===== src/mshl_consts.svh =====
// Purpose: Constants of the module serial host link
// Assumes: 50 MHz system clock
// Notes:   Counts derive from the rates below
`ifndef MSHL_CONSTS_SVH
`define MSHL_CONSTS_SVH

// ***********************************************
// Rates and framing
// ***********************************************
`define MSHL_CLK_HZ 50000000
`define MSHL_BAUD 9600
`define MSHL_OVERSAMPLE 16
`define MSHL_DATA_BITS 8
`define MSHL_FRAME_BITS 10
`define MSHL_FIFO_DEPTH 8
// Space held this many bit times is a break
`define MSHL_BREAK_BITS 20

// ***********************************************
// Terminators
// ***********************************************
`define MSHL_CHAR_CR 8'h0D
`define MSHL_CHAR_LF 8'h0A

`endif


===== src/mshl_pkg.sv =====
// Purpose: Types of the module serial host link
// Assumes: Nothing
// Notes:   Constants live in mshl_consts.svh
package mshl_pkg;

   typedef enum logic [1:0] {
      RX_IDLE,
      RX_START,
      RX_DATA,
      RX_STOP
   } mshl_rx_state_e;

   typedef enum logic {
      TX_IDLE,
      TX_SEND
   } mshl_tx_state_e;

endpackage : mshl_pkg


===== src/mshl_fifo_if.sv =====
// Purpose: Carrier between the link core and its receive FIFO
// Assumes: One clock
// Notes:   count reports stored words
`timescale 1ns/1ns
interface mshl_fifo_if #(
   parameter int W = 9,
   parameter int DEPTH = 8
);
   logic [W-1:0] wr_data;
   logic wr_valid;
   logic wr_ready;
   logic [W-1:0] rd_data;
   logic rd_valid;
   logic rd_ready;
   logic flush;
   logic [$clog2(DEPTH+1)-1:0] count;

   modport fifo (
      input wr_data, wr_valid, rd_ready, flush,
      output wr_ready, rd_data, rd_valid, count
   );
   modport user (
      output wr_data, wr_valid, rd_ready, flush,
      input wr_ready, rd_data, rd_valid, count
   );
endinterface : mshl_fifo_if


===== src/mshl_fifo.sv =====
// Purpose: Synchronous FIFO with valid/ready on both sides
// Assumes: Synchronous active-low reset
// Notes:   Flush empties it in one cycle
`timescale 1ns/1ns
module mshl_fifo #(
   parameter int W = 9,
   parameter int DEPTH = 8
) (
   input wire logic clk,
   input wire logic rst_n,
   mshl_fifo_if.fifo f
);
   localparam int AW = (DEPTH > 1) ? $clog2(DEPTH) : 1;
   localparam int CW = $clog2(DEPTH+1);

   generate
      if (DEPTH < 2) begin : g_bad_depth
         $error("mshl_fifo: DEPTH must be at least 2");
      end
   endgenerate

   logic [W-1:0] mem [DEPTH];
   logic [AW-1:0] wr_ptr_q;
   logic [AW-1:0] rd_ptr_q;
   logic [CW-1:0] count_q;

   wire do_wr = f.wr_valid && f.wr_ready;
   wire do_rd = f.rd_valid && f.rd_ready;
   wire [AW-1:0] wr_ptr_inc = (wr_ptr_q == AW'(DEPTH-1)) ? '0 : wr_ptr_q + AW'(1);
   wire [AW-1:0] rd_ptr_inc = (rd_ptr_q == AW'(DEPTH-1)) ? '0 : rd_ptr_q + AW'(1);

   assign f.wr_ready = (count_q != CW'(DEPTH));
   assign f.rd_valid = (count_q != '0);
   assign f.rd_data = mem[rd_ptr_q];
   assign f.count = count_q;

   always_ff @(posedge clk) begin
      if (do_wr) begin
         mem[wr_ptr_q] <= f.wr_data;
      end
   end

   always_ff @(posedge clk) begin
      if (!rst_n || f.flush) begin
         wr_ptr_q <= '0;
         rd_ptr_q <= '0;
         count_q <= '0;
      end else begin
         if (do_wr) wr_ptr_q <= wr_ptr_inc;
         if (do_rd) rd_ptr_q <= rd_ptr_inc;
         count_q <= count_q + CW'(do_wr) - CW'(do_rd);
      end
   end
endmodule : mshl_fifo


===== src/mshl_host_link.sv =====
// Purpose: Host serial link of an instrument module: UART, flow control, status line
// Assumes: All inputs synchronous to CLK_SYS
// Notes:   Data lines use inverted polarity; rate and framing are fixed
// Function
// - Status output low while service request pending
// - RTS and CTS high means talk
// - Data line high is zero, low one
// - 9600 baud, 8 data, no parity, 1 stop
// - Rate and framing fixed, not host changeable
// - Reference clock pins unused; local clock only
// - Break restores interface power-on settings, echo off
// - Buffer until CR/LF; overflow flushes, records error (each byte is passed on as it arrives, with RX_LAST marking CR/LF)
`timescale 1ns/1ns
`include "mshl_consts.svh"
module mshl_host_link #(
   parameter int CLK_HZ = `MSHL_CLK_HZ,
   parameter int FIFO_DEPTH = `MSHL_FIFO_DEPTH
) (
   input wire logic CLK_SYS,
   input wire logic RESET_N,
   input wire logic SER_TXD_IN,
   output logic SER_RXD_OUT,
   input wire logic HOST_RTS,
   output logic DEV_CTS,
   input wire logic REFERENCE_CLOCK_IN_P,
   input wire logic REFERENCE_CLOCK_IN_N,
   input wire logic SRQ_PENDING,
   output logic STATUS_N,
   output logic [7:0] RX_DATA,
   output logic RX_LAST,
   output logic RX_VALID,
   input wire logic RX_READY,
   input wire logic [7:0] TX_DATA,
   input wire logic TX_VALID,
   output logic TX_READY,
   input wire logic ECHO_SET,
   input wire logic ECHO_CLR,
   output logic ECHO_CONSOLE_MODE,
   output logic OVERFLOW_ERR,
   input wire logic ERR_CLEAR,
   output logic BREAK_DETECTED
);
   // ***********************************************
   // Derived counts
   // ***********************************************
   localparam int TICK_DIV = CLK_HZ / (`MSHL_BAUD * `MSHL_OVERSAMPLE);
   localparam int BRK_TICKS = `MSHL_BREAK_BITS * `MSHL_OVERSAMPLE;
   localparam int DW = $clog2(TICK_DIV + 1);
   localparam int CW = $clog2(FIFO_DEPTH + 1);

   generate
      if (TICK_DIV < 2 || FIFO_DEPTH < 2) begin : g_bad_param
         $error("mshl_host_link: clock too slow or FIFO too shallow");
      end
   endgenerate

   // ***********************************************
   // Reset release
   // ***********************************************
   logic rst_s1_q;
   logic rst_n;
   always_ff @(posedge CLK_SYS or negedge RESET_N) begin
      if (!RESET_N) begin
         rst_s1_q <= 1'b0;
         rst_n <= 1'b0;
      end else begin
         rst_s1_q <= 1'b1;
         rst_n <= rst_s1_q;
      end
   end

   // ***********************************************
   // Oversample tick divider
   // ***********************************************
   logic [DW-1:0] div_q;
   wire tick = (div_q == DW'(TICK_DIV - 1));
   always_ff @(posedge CLK_SYS) begin
      if (!rst_n || tick) div_q <= '0;
      else div_q <= div_q + DW'(1);
   end

   // ***********************************************
   // Break detection
   // ***********************************************
   wire rx_bit = ~SER_TXD_IN;
   logic [8:0] brk_cnt_q;
   wire brk = tick && !rx_bit && (brk_cnt_q == 9'(BRK_TICKS - 1));
   // Receiver stays idle until the break line returns, so no stray byte follows
   wire brk_hold = (brk_cnt_q == 9'(BRK_TICKS));
   always_ff @(posedge CLK_SYS) begin
      if (!rst_n || (tick && rx_bit)) brk_cnt_q <= '0;
      else if (tick && brk_cnt_q != 9'(BRK_TICKS)) brk_cnt_q <= brk_cnt_q + 9'(1);
   end

   // ***********************************************
   // Receiver
   // ***********************************************
   mshl_pkg::mshl_rx_state_e rx_st_q;
   logic [3:0] rx_os_q;
   logic [2:0] rx_bit_q;
   logic [7:0] rx_sh_q;
   wire rx_mid = tick && (rx_os_q == 4'h7);
   wire rx_end = tick && (rx_os_q == 4'hF);
   wire rx_done = (rx_st_q == mshl_pkg::RX_STOP) && rx_end && rx_bit;
   wire rx_term = (rx_sh_q == `MSHL_CHAR_CR) || (rx_sh_q == `MSHL_CHAR_LF);

   always_ff @(posedge CLK_SYS) begin
      if (!rst_n || brk || brk_hold) begin
         rx_st_q <= mshl_pkg::RX_IDLE;
         rx_os_q <= '0;
         rx_bit_q <= '0;
         rx_sh_q <= '0;
      end else begin
         if (tick) rx_os_q <= rx_os_q + 4'h1;
         unique case (rx_st_q)
            mshl_pkg::RX_IDLE: begin
               rx_os_q <= '0;
               if (!rx_bit) rx_st_q <= mshl_pkg::RX_START;
            end
            mshl_pkg::RX_START: begin
               if (rx_mid) begin
                  rx_os_q <= '0;
                  rx_bit_q <= '0;
                  rx_st_q <= rx_bit ? mshl_pkg::RX_IDLE : mshl_pkg::RX_DATA;
               end
            end
            mshl_pkg::RX_DATA: begin
               if (rx_end) begin
                  rx_sh_q <= {rx_bit, rx_sh_q[7:1]};
                  rx_bit_q <= rx_bit_q + 3'h1;
                  if (rx_bit_q == 3'h7) rx_st_q <= mshl_pkg::RX_STOP;
               end
            end
            mshl_pkg::RX_STOP: begin
               if (rx_end) rx_st_q <= mshl_pkg::RX_IDLE;
            end
         endcase
      end
   end

   // ***********************************************
   // Receive FIFO and output stage
   // ***********************************************
   mshl_fifo_if #(.W(9), .DEPTH(FIFO_DEPTH)) rxf ();
   mshl_fifo #(.W(9), .DEPTH(FIFO_DEPTH)) u_rx_fifo (
      .clk(CLK_SYS),
      .rst_n(rst_n),
      .f(rxf)
   );

   wire ovf = rx_done && !rxf.wr_ready;
   assign rxf.wr_data = {rx_term, rx_sh_q};
   assign rxf.wr_valid = rx_done && !brk;
   assign rxf.flush = ovf || brk;
   assign rxf.rd_ready = !RX_VALID || RX_READY;
   wire rx_pop = rxf.rd_valid && rxf.rd_ready;

   always_ff @(posedge CLK_SYS) begin
      if (!rst_n || brk || ovf) begin
         RX_VALID <= 1'b0;
         RX_DATA <= '0;
         RX_LAST <= 1'b0;
      end else if (rx_pop) begin
         RX_VALID <= 1'b1;
         RX_DATA <= rxf.rd_data[7:0];
         RX_LAST <= rxf.rd_data[8];
      end else if (RX_READY) begin
         RX_VALID <= 1'b0;
      end
   end

   // ***********************************************
   // Transmit holding register and echo
   // ***********************************************
   logic hold_full_q;
   logic [7:0] hold_q;
   mshl_pkg::mshl_tx_state_e tx_st_q;
   wire user_acc = TX_VALID && TX_READY;
   wire echo_ld = ECHO_CONSOLE_MODE && rx_done && !hold_full_q && !user_acc && !ovf;
   wire tx_start = (tx_st_q == mshl_pkg::TX_IDLE) && hold_full_q && HOST_RTS;
   wire hold_full_d = (brk || ovf) ? 1'b0 :
                      (user_acc || echo_ld) ? 1'b1 :
                      tx_start ? 1'b0 : hold_full_q;

   always_ff @(posedge CLK_SYS) begin
      if (!rst_n) begin
         hold_full_q <= 1'b0;
         hold_q <= '0;
         TX_READY <= 1'b0;
      end else begin
         hold_full_q <= hold_full_d;
         TX_READY <= !hold_full_d;
         if (user_acc) hold_q <= TX_DATA;
         else if (echo_ld) hold_q <= rx_sh_q;
      end
   end

   // ***********************************************
   // Transmitter
   // ***********************************************
   logic [9:0] tx_sh_q;
   logic [3:0] tx_os_q;
   logic [3:0] tx_cnt_q;
   wire tx_bit_end = tick && (tx_os_q == 4'hF);

   always_ff @(posedge CLK_SYS) begin
      if (!rst_n || brk) begin
         tx_st_q <= mshl_pkg::TX_IDLE;
         tx_sh_q <= '1;
         tx_os_q <= '0;
         tx_cnt_q <= '0;
      end else begin
         unique case (tx_st_q)
            mshl_pkg::TX_IDLE: begin
               tx_os_q <= '0;
               tx_cnt_q <= '0;
               if (tx_start) begin
                  tx_sh_q <= {1'b1, hold_q, 1'b0};
                  tx_st_q <= mshl_pkg::TX_SEND;
               end
            end
            mshl_pkg::TX_SEND: begin
               if (tick) tx_os_q <= tx_os_q + 4'h1;
               if (tx_bit_end) begin
                  tx_sh_q <= {1'b1, tx_sh_q[9:1]};
                  tx_cnt_q <= tx_cnt_q + 4'h1;
                  if (tx_cnt_q == 4'(`MSHL_FRAME_BITS - 1)) tx_st_q <= mshl_pkg::TX_IDLE;
               end
            end
         endcase
      end
   end

   // ***********************************************
   // Pins and status
   // ***********************************************
   always_ff @(posedge CLK_SYS) begin
      if (!rst_n) begin
         SER_RXD_OUT <= 1'b0;
         DEV_CTS <= 1'b0;
         STATUS_N <= 1'b1;
         ECHO_CONSOLE_MODE <= 1'b0;
         OVERFLOW_ERR <= 1'b0;
         BREAK_DETECTED <= 1'b0;
      end else begin
         SER_RXD_OUT <= ~tx_sh_q[0];
         DEV_CTS <= !brk && (rxf.count < CW'(FIFO_DEPTH - 1));
         STATUS_N <= !SRQ_PENDING;
         BREAK_DETECTED <= brk;
         if (brk) ECHO_CONSOLE_MODE <= 1'b0;
         else if (ECHO_SET) ECHO_CONSOLE_MODE <= 1'b1;
         else if (ECHO_CLR) ECHO_CONSOLE_MODE <= 1'b0;
         if (ovf) OVERFLOW_ERR <= 1'b1;
         else if (ERR_CLEAR) OVERFLOW_ERR <= 1'b0;
      end
   end
endmodule : mshl_host_link


===== config.mk =====
export PLATFORM = sky130hd
export DESIGN_NAME = mshl_host_link
export DESIGN_NICKNAME = d
export VERILOG_FILES = /design/src/mshl_pkg.sv /design/src/mshl_fifo_if.sv /design/src/mshl_fifo.sv /design/src/mshl_host_link.sv
export VERILOG_INCLUDE_DIRS = /design/src
export SDC_FILE = /design/constraint.sdc
export NUM_CORES = 1
export LEC_CHECK = 0
export BUFFER_PORTS_ARGS = -buffer_cell sky130_fd_sc_hd__buf_2
export CAP_MARGIN = 20
export CORE_MARGIN = 1.5
export CORE_UTILIZATION = 25
export CTS_CLUSTER_DIAMETER = 50
export CTS_CLUSTER_SIZE = 14
export DETAILED_ROUTE_END_ITERATION = 10
export SETUP_SLACK_MARGIN = 0.4
export SLEW_MARGIN = 20
export SYNTH_ARGS = -nofsm -noshare
export SYNTH_HDL_FRONTEND = slang
export SYNTH_HIERARCHICAL = 1
export SYNTH_SLANG_ARGS = --single-unit

===== constraint.sdc =====
create_clock -name CLK_SYS -period 4.9 [get_ports CLK_SYS]
set_clock_uncertainty 0.1 [all_clocks]
set_input_delay 0.245 -clock CLK_SYS [delete_from_list [all_inputs] [get_ports CLK_SYS]]
set_output_delay 0.245 -clock CLK_SYS [all_outputs]
set_load 0.1 [all_outputs]

# After elaboration in Yosys (flattened, before gate mapping)
# Memories as Yosys holds them, arrays and structs flattened. A register that Yosys moved wholly into a read port is not among the register bits.
# Cells that the tools add are included.
[op_classes]
add_sub_neg = 10
order_cmp = 1
n_eq_ne = 25
mux = 39
n_bitwise = 4
reduce_logical = 52
[ops]
columns = ["op", "count"]
rows = [
  ["$eq 9x9->1 const B", 3],
  ["$pmux 4 s2", 3],
  ["$logic_and 1x1->1", 21],
  ["$mux 10", 2],
  ["$pmux 10 s2", 1],
  ["$add 9x1->9 const B", 2],
  ["$eq 8x4->1 const B", 2],
  ["$mux 4", 4],
  ["$mux 8", 2],
  ["$mux 1", 14],
  ["$ne 2x2->1 const B", 7],
  ["$add 4x1->4 const B", 3],
  ["$eq 4x4->1 const B", 3],
  ["$mux 2", 6],
  ["$mux 3", 4],
  ["$logic_or 1x1->1", 10],
  ["$reduce_bool 2->1", 5],
  ["$add 3x1->3 const B", 3],
  ["$eq 3x3->1 const B", 3],
  ["$logic_not 1->1", 9],
  ["$ne 9x9->1 const B", 1],
  ["$pmux 2 s4", 1],
  ["$pmux 3 s2", 1],
  ["$reduce_and 5->1", 1],
  ["15 further kinds", 20],
]
[totals]
regBits = 83
ramBits = 72
inputBits = 20
output_inout_bits = 17
wordCells = 157
memories = 1
[memory_table]
columns = ["memory", "depth", "word_bits", "rd", "rd_ports_with_merged_regs", "write_ports", "line", "text"]
rows = [
  ["u_rx_fifo.mem", 8, 9, 1, 1, 1, "mshl_fifo.sv:22", "logic [W-1:0] mem [DEPTH];"],
]

# Depth between registers and ports, before layout
# Gate-level depths: netlist (run 1).
[logic_depth]
ltp_word = 12
depth_mapped = 12
mapped_depth_nobuf = 12

# Hierarchy
# Netlist (run 1), hierarchy kept.
[modules_own_cells]
columns = ["mod", "n_inst", "cells_each", "area_each_um2", "seq_area_each_um2"]
rows = [
  ["mshl_host_link", 1, 386, 3539.6, 1631.6],
  ["mshl_fifo", 1, 182, 3485.8, 2422.3],
]

# Worst setup path after synthesis (run 1)
# Ideal clock, no wire load.
[synth_timing]
path_kind = "flip-flop to flip-flop"
start = "register div_q[4]"
end = "memory u_rx_fifo.mem[0][0] (enable)"
setup_time_ns = 0.399
arrival_time_ns = 2.669
required_ns = 4.401
path_slack_ns = 1.732
path_stages_with_launch = 7
n_path_buf = 1
period_less_slack_ns = 3.168
path_cell_list = "dfxtp_1 -> or4b_1 -> buf_2 -> or4_4 -> clkinv_1 -> nand2_2 -> nor4_1"
[synth_between]
elab_chain_cells = 8
word_cells_on_any_way = 11
cone_classes = "1 x eq/ne; 2 x mux; 8 x reduce/logical"
[synth_rtl]
columns = ["item", "line", "text"]
rows = [
  ["start: declaration", "mshl_host_link.sv:75", "logic [DW-1:0] div_q;"],
  ["start signal: assignment", "mshl_host_link.sv:79", "else div_q <= div_q + DW'(1);"],
  ["$eq 9x9->1 (*)", "mshl_host_link.sv:76", "wire tick = (div_q == DW'(TICK_DIV - 1));"],
  ["$logic_and 1x1->1 (on tied branches)", "mshl_host_link.sv:103, mshl_host_link.sv:87", ""],
  ["$logic_and 1x1->1 (on tied branches)", "mshl_host_link.sv:104, mshl_host_link.sv:87", ""],
  ["$logic_and 1x1->1 / $logic_not 1->1 (equally long branches)", "mshl_host_link.sv:104, mshl_host_link.sv:153", ""],
  ["$logic_and 1x1->1 (*)", "mshl_host_link.sv:153", "assign rxf.wr_valid = rx_done && !brk;"],
  ["net rxf.wr_valid", "mshl_fifo_if.sv:10", "logic wr_valid;"],
  ["$logic_and 1x1->1 (*)", "mshl_fifo.sv:27", "wire do_wr = f.wr_valid && f.wr_ready;"],
  ["$mux 1 (*)", "mshl_fifo.sv:38", "if (do_wr) begin"],
  ["$mux 1 (implied by the code) (*)", "mshl_fifo.sv:39", "mem[wr_ptr_q] <= f.wr_data;"],
  ["end: declaration", "mshl_fifo.sv:22", ""],
]
# The timed path passes the listed nets; every way through them passes the cells marked *.

# Worst setup path after layout (run 1)
[layout_timing]
start = "register div_q[0]"
end = "register u_rx_fifo.count_q[2], in the netlist u_rx_fifo/f.count[2]"
[layout_between]
elab_chain_cells = 8
word_cells_on_any_way = 14
cone_classes = "2 x add/sub; 1 x eq/ne; 11 x reduce/logical"
[layout_rtl]
columns = ["item", "line", "text"]
rows = [
  ["$eq 9x9->1 (*)", "mshl_host_link.sv:76", ""],
  ["$logic_and 1x1->1 (on tied branches)", "mshl_host_link.sv:103, mshl_host_link.sv:87", ""],
  ["$logic_and 1x1->1 (on tied branches)", "mshl_host_link.sv:104, mshl_host_link.sv:87", ""],
  ["$logic_and 1x1->1 / $logic_not 1->1 (equally long branches)", "mshl_host_link.sv:104, mshl_host_link.sv:153", ""],
  ["$logic_and 1x1->1 (*)", "mshl_host_link.sv:153", ""],
  ["net rxf.wr_valid", "mshl_fifo_if.sv:10", ""],
  ["$logic_and 1x1->1 (*)", "mshl_fifo.sv:27", ""],
  ["$add 4x1->4 (*)", "mshl_fifo.sv:51", "count_q <= count_q + CW'(do_wr) - CW'(do_rd);"],
  ["$sub 4x1->4 (*)", "mshl_fifo.sv:51", ""],
  ["end signal: assignment", "mshl_fifo.sv:51", ""],
  ["end: declaration", "mshl_fifo.sv:25", "logic [CW-1:0] count_q;"],
]
# Marks and branches as above.
# A chain may end at the register's enable or synchronous reset.

==> results of run 1 <==
-- synth_stat cells (3+ instances only) --
master    instances
clkbuf_1         16
a311oi_1          3
or3_1             5
ha_1             20
nor2_1           43
nand3b_1          3
mux2_2            9
nor3_1           24
nor3b_1           4
inv_1            20
buf_2             3
o22ai_1           8
mux4_1           18
a211oi_1          3
and3_1            6
nand2b_1          4
o21ai_0          29
nand3_1          16
dfxtp_1          92
xor2_1           13
nand4_1          13
nand2_1          30
nor4_1            3
xnor2_1           7
edfxtp_1         72
and2_1            5
or4_1             3
mux2i_1          28
a31oi_1           9
a21oi_1          13
-- cells by family after synthesis --
group,after synthesis,synth area share
AND/OR/NAND/NOR,179,0.137
other,1,0.000534
flip-flops,166,0.577
XOR/XNOR,20,0.0249
multiplexers,55,0.122
AO/OA/AOI/OAI,81,0.0709
buffers and inverters,45,0.0290
adder cells (fa/ha/maj),21,0.0385
-- metrics by stage --
stage                     hold slack [ns]  area [µm²]
final                              0.0178        8220
after global routing               0.0259        8220
after CTS                         0.00758        8220
after detailed placement          -0.0613        7600
after global placement            -0.0667        7600
after floorplan                    -0.151        7030
-- critical path, cell delays in order, from the launching register on --
cell and delay (ns):
dfxtp_1 0.36, inv_1 0.08, ha_1 0.15, nand4b_1 0.39
or4_4 0.72, clkinv_1 0.22, nand2_2 0.19, ha_1 0.32
inv_1 0.04, ha_1 0.20, fa_1 0.38, xor2_1 0.15
and2_1 0.15
-- routing by layer --
metal / vias to the layer above / share of wire / global-route usage
li1: 2219 / - / -
met1: 2161 / 0.48 / 0.140
met2: 75 / 0.47 / 0.164
met3: 13 / 0.042 / 0.0268
met4: 0 / 0.011 / 0.0358
met5: - / 0 / 0
-- timing repair --
item                      in CTS  in global routing
hold endpoints to repair       4                  0
hold buffers                   3                  0
gates resized for setup        0                  0
-- worst paths after layout --
kind,startpoint,endpoint,cells after the start
max,div_q[0],u_rx_fifo/f.count[2],12
min reg2reg,rst_s1_q,rst_n,0
max in group asynchronous,RESET_N,rst_n,2
max reg2reg,div_q[0],u_rx_fifo/f.count[2],12
min,ECHO_CLR,ECHO_CONSOLE_MODE,4
min in group asynchronous,RESET_N,rst_s1_q,2
-- sequential cells by signal, indices dropped and copies added (netlist names), 8 cells and up, named ones only --
signal / cells
u_rx_fifo/mem: 72
brk_cnt_q: 9
div_q: 9
tx_sh_q: 9
RX_DATA: 8
hold_q: 8
rx_sh_q: 8
-- final cells by class --
type	count	area (µm²)	share of cell area
clock buffers	22	448	0.0545
clock inverters	10	144	0.0175
inverters	21	78.8	0.00958
multi-input cells	357	2770	0.337
flip-flops and latches	166	4050	0.493
well taps	378	473	0.0575
repair buffers	44	253	0.0307
-- power groups by stage --
stage               logic (mW)  registers (mW)  clock network [mW]
global placement        0.0814            1.49                   0
floorplan               0.0441            1.50                   0
detailed placement      0.0812            1.49                   0
CTS                     0.0835            1.46                1.38
global route            0.0911            1.46                1.44
finish                  0.0828            1.46                1.35
==> summary.txt, run 1 <==
Place
  – Dpl ws: 1.36 ns
  – Inst Count DP: 963
  – DP Wirelength: 9730 µm
  – PortBufs: 34
  – Gpl congestion: 0.707

Pwr
  – Switching Fraction: 0.210
  – Worst vdd ir: 209 µV
  – Register share of total power: 0.506
  – Power density over the cells: 352 nW/µm²
  – Internal Power: 2.29 mW
  – Tot Pwr: 2.89 mW
  – Logic pwr share: 0.029
  – Clock network fraction of total power: 0.466
  – P_sw: 0.606 mW
  – Leakage: 3.19 nW

Critical path
  – Reg2reg setup slack: 1.36 ns
  – Critical path class: flip-flop to flip-flop
  – Req. time, crit path: 5.12 ns
  – Crit start category: flip-flop
  – CP endpoint kind: flip-flop
  – CP max FO: 11
  – Crit path DAT: 3.76 ns

Layout
  – Most frequent cells in the layout: dfxtp_1, edfxtp_1, nor2_1
  – Number of diodes: 0
  – Final Instance Count excl. Fillers: 998
  – Fraction of layout instances using a drive strength above 1: 0.140
  – Fillers: 2821
  – Nets: 648
  – Post-layout util: 0.297
  – Area growth syn-to-layout: 17.1%
  – Commonest non-fill, non-tap cell in the layout: dfxtp_1

Timing
  – Fin worst setup slack: 1.36 ns
  – Setup violators final: 0
  – Relative slew margins: 0.279
  – Fin crit period: 3.54 ns
  – Achievable Freq: 282 MHz
  – RSZ-0062 raised after global routing: false
  – Slew Viols, Final: 0
  – Final Hold Viols: 0
  – Setup TNS: 0 ns
  – Fin crit share: 0.723
  – Slew @ Worst Pin: 1.08 ns

Yosys
  – FFs w/ async S/R, synth: 0.0120
  – Synthesized area: 7030 µm²
  – Area share of the largest cell type after synthesis: 0.308
  – Top FF cell, synth: dfxtp_1
  – Yosys cell types: 64
  – Top cells by area, synth: edfxtp_1, dfxtp_1, mux4_1
  – Syn Nets: 609
  – Synthesis warning total: 6
  – Synth area leader: edfxtp_1
  – Average size of a mapped cell: 12.4 µm²
  – Sequential share of the synthesized area: 0.577
  – Post-synth EDFFs: 72
  – Synth Register Bits: 166
  – Syn Inst Count: 568

Clocking
  – Clock Latency Late Sink: 0.42 ns
  – Bufs on Longest Clock Path: 2
  – Num CTS Buffers: 17
  – Clock-pin slew on the worst setup and hold paths: 0.06 ns
  – Root buffer cell: clkbuf_16
  – Clock Sinks: 166
  – CTS H-tree lvls: 4
  – Postcts setup bufs: 0
  – CTS tree: built

Die
  – Rows: 61
  – Width of the die: 171 µm
  – Die area: 29100 µm²
  – Core ar.: 27700 µm²
  – Initial Util: 0.254
  – I/O Pins: 37
  – Die height: 171 µm

Global routing
  – First-pass GRT wire length: 23000 µm
  – Vias in the first global route: 4255
  – Antenna violations before repair: 0
  – Maximum number of pins on one net before global-route repair: 20
  – Global Route Usage Sum: 0.105
  – Total gr overflow: 0

Outcome
  – Status: complete, no violations

Routing
  – Detailed Route WL: 14400 µm
  – DRC errors left: 0
  – WL/cell: 14.5 µm
  – Via density: 4.48
  – Post-route ant nets: 0
  – DR pass1 iterations: 7
  – Drt first-iter violations: 340
  – Vias: 4468

Worst hold path
  – Worst min path class: input port to flip-flop

Job
  – MaxCap Viol Count: 0
(Power assumes the default switching activity.)
==> inputs of run 2 (changes only) <==
==> constraint.sdc (replaced) <==
create_clock -name CLK_SYS -period 2.9 [get_ports CLK_SYS]
set_clock_uncertainty 0.1 [all_clocks]
set_input_delay 0.145 -clock CLK_SYS [delete_from_list [all_inputs] [get_ports CLK_SYS]]
set_output_delay 0.145 -clock CLK_SYS [all_outputs]
set_load 0.1 [all_outputs]
==> summary.txt, run 2 (synthesis gave the netlist of run 1 again) <==
Outcome
  – Status: complete, no violations

Global routing
  – Vias in the first global route: 4491 (+5.5%)
  – Met3 GRT Util: 0.0208 (-0.00601)
  – Met1 Track Usage GR: 0.143 (+0.00306)
  – Global Route Usage Sum: 0.108 (+0.00330)
  – Total gr overflow: 0 (unchanged)
  – First-pass GRT wire length: 24000 µm (+4.3%)
  – Maximum number of pins on one net before global-route repair: 19 (-5.0%)
  – Most Used Layer, Global Route: met2
  – Antenna violations before repair: 0 (unchanged)
  – Grt met2 use: 0.174 (+0.0101)

Routing
  – Via density: 4.48 (about the same)
  – WL/cell: 14.4 µm (-0.57%)
  – Vias: 4696 (+5.1%)
  – Post-route ant nets: 0 (unchanged)
  – Detailed Route WL: 15100 µm (+4.4%)
  – DRC errors left: 0 (unchanged)
  – DR pass1 iterations: 4 (-3)
  – Drt first-iter violations: 309 (-9.1%)

Pwr
  – Clock network fraction of total power: 0.479 (+0.013)
  – Switching Fraction: 0.215 (+0.00492)
  – Power density over the cells: 570 nW/µm² (+62%)
  – P_sw: 1.09 mW (+79%)
  – Internal Power: 3.98 mW (+74%)
  – Logic pwr share: 0.035 (+0.006)
  – Worst vdd ir: 360 µV (+72%)
  – Leakage: 3.47 nW (+8.9%)
  – Register share of total power: 0.486 (-0.020)

Clocking
  – Clock Sinks: 166 (unchanged)
  – Root buffer cell: clkbuf_16
  – Num CTS Buffers: 17 (unchanged)
  – CTS H-tree lvls: 4 (unchanged)
  – Bufs on Longest Clock Path: 2 (unchanged)
  – CTS tree: built
  – Clock Latency Late Sink: 0.43 ns (about the same)
  – Clock-pin slew on the worst setup and hold paths: 0.07 ns (about the same)

Layout
  – Fraction of layout instances using a drive strength above 1: 0.221 (+0.0806)
  – Most frequent cells in the layout: dfxtp_1, edfxtp_1, nor2_1
  – Area growth syn-to-layout: 26.4%
  – Number of diodes: 0 (unchanged)
  – Nets: 698 (+7.7%)
  – Max reg flops: 72 (unchanged)
  – Commonest non-fill, non-tap cell in the layout: dfxtp_1
  – Final Instance Count excl. Fillers: 1048 (+5.0%)
  – Most flop-heavy register: u_rx_fifo/mem

Critical path
  – CP endpoint kind: flip-flop
  – Crit path DAT: 2.92 ns (-0.84 ns)
  – Req. time, crit path: 3.12 ns (-2.00 ns)
  – CP dominant cell by count: ha_4
  – CP max FO: 2 (-9)
  – CP Cell Sequence: or4b_4 > or4_4 > clkinv_8 > nand2_8 > ha_4 > inv_2 > ha_4 > fa_2 > xor2_1 > and2_1
  – Crit start category: flip-flop
  – Slowest cell on the critical path: or4b_4
  – Critical path class: flip-flop to flip-flop
  – Crit-path max cell delay: 0.53 ns (-0.19 ns)

Timing
  – Fin crit period: 2.71 ns (-0.834 ns)
  – Setup violators final: 0 (unchanged)
  – Fin crit share: 0.934 (+0.211)
  – RSZ-0062 raised after global routing: true
  – WHS: 0.0404 ns (+0.0226 ns)
  – Final Hold Viols: 0 (unchanged)
  – Relative slew margins: 0.508 (+0.229)
  – Setup TNS: 0 ns (unchanged)
  – Slew Viols, Final: 0 (unchanged)
  – Achievable Freq: 369 MHz (+31%)
  – Slew @ Worst Pin: 0.730 ns (-0.350 ns)
  – Fin worst setup slack: 0.193 ns (-1.17 ns)

Die
  – I/O Pins: 37 (unchanged)
  – Initial Util: 0.254 (unchanged)
  – Core ar.: 27700 µm² (unchanged)
  – Die area: 29100 µm² (unchanged)
  – Die height: 171 µm (unchanged)
  – Rows: 61 (unchanged)
  – Width of the die: 171 µm (unchanged)

Worst hold path
  – Worst min path class: input port to flip-flop

Job
  – MaxCap Viol Count: 0 (unchanged)

Place
  – PortBufs: 34 (unchanged)
  – Dpl ws: 0.103 ns (-1.26 ns)
  – DP Wirelength: 10200 µm (+4.7%)
  – Gpl congestion: 0.777 (+9.9%)
  – Inst Count DP: 989 (+2.7%)
run 2: cell count changes in the layout (fill, tap and decap cells not counted), sizes merged:
cell,change
buf,+38
bufinv,+1
clkbuf,-4
clkinv,+3
dlygate4sd3,+12
run 2: power by group through the flow:
stage | logic (mW) | registers (mW) | clock network, mW
after floorplan | 0.0757 | 2.54 | 0
after global placement | 0.158 | 2.51 | 0
after detailed placement | 0.159 | 2.52 | 0
after CTS | 0.176 | 2.46 | 2.48
after global routing | 0.191 | 2.47 | 2.57
final | 0.175 | 2.46 | 2.43
run 2: metrics by stage:
stage	total power, mW	utilization	area [µm²]
after floorplan	2.61	-	7130
after global placement	2.67	0.285	7890
after detailed placement	2.67	0.285	7890
after CTS	5.12	0.316	8770
after global routing	5.23	0.321	8880
final	5.06	0.321	8880
run 2: layer usage:
layer,vias to the layer above,share of wire
met5,-,0
met4,0,0.017
met3,21,0.033
met2,71,0.47
met1,2283,0.48
li1,2321,-
run 2: final timing paths:
check                               from                    to  slack, ns  cells past startpoint
worst max-delay path            div_q[5]  u_rx_fifo/f.count[2]       0.19                     10
worst min-delay path            RX_READY              RX_VALID       0.04                      3
worst max register to register  div_q[5]  u_rx_fifo/f.count[2]       0.19                     10
worst min register to register  rst_s1_q                 rst_n       0.25                      0
max in group asynchronous        RESET_N                 rst_n       2.10                      3
min in group asynchronous        RESET_N              rst_s1_q       0.48                      3
run 2: worst max-delay path: cells and delay by family (launching register included):
| kind | cells | cell delay, ns |
|---|---|---|
| flip-flops | 1 | 0.32 |
| adder cells (fa/ha/maj) | 3 | 0.74 |
| buffers and inverters | 2 | 0.12 |
| XOR/XNOR | 1 | 0.14 |
| AND/OR/NAND/NOR | 4 | 1.20 |
run 2: area by class of cell:
class,instances,area [µm²]
Clock buffer,18,429
Clock inverter,14,216
Fill cell,2725,18800
Inverter,21,91.3
Multi-Input combinational cell,357,2910
Sequential cell,166,4060
Tap cell,378,473
Timing Repair Buffer,94,702
run 2: timing repair:
action	in CTS	in global routing
pin swaps	3	3
buffers inserted	8	4
hold buffers	15	0
gates resized for setup	2	19
cloned	0	0
setup endpoints to repair	39	82
hold endpoints to repair	14	0
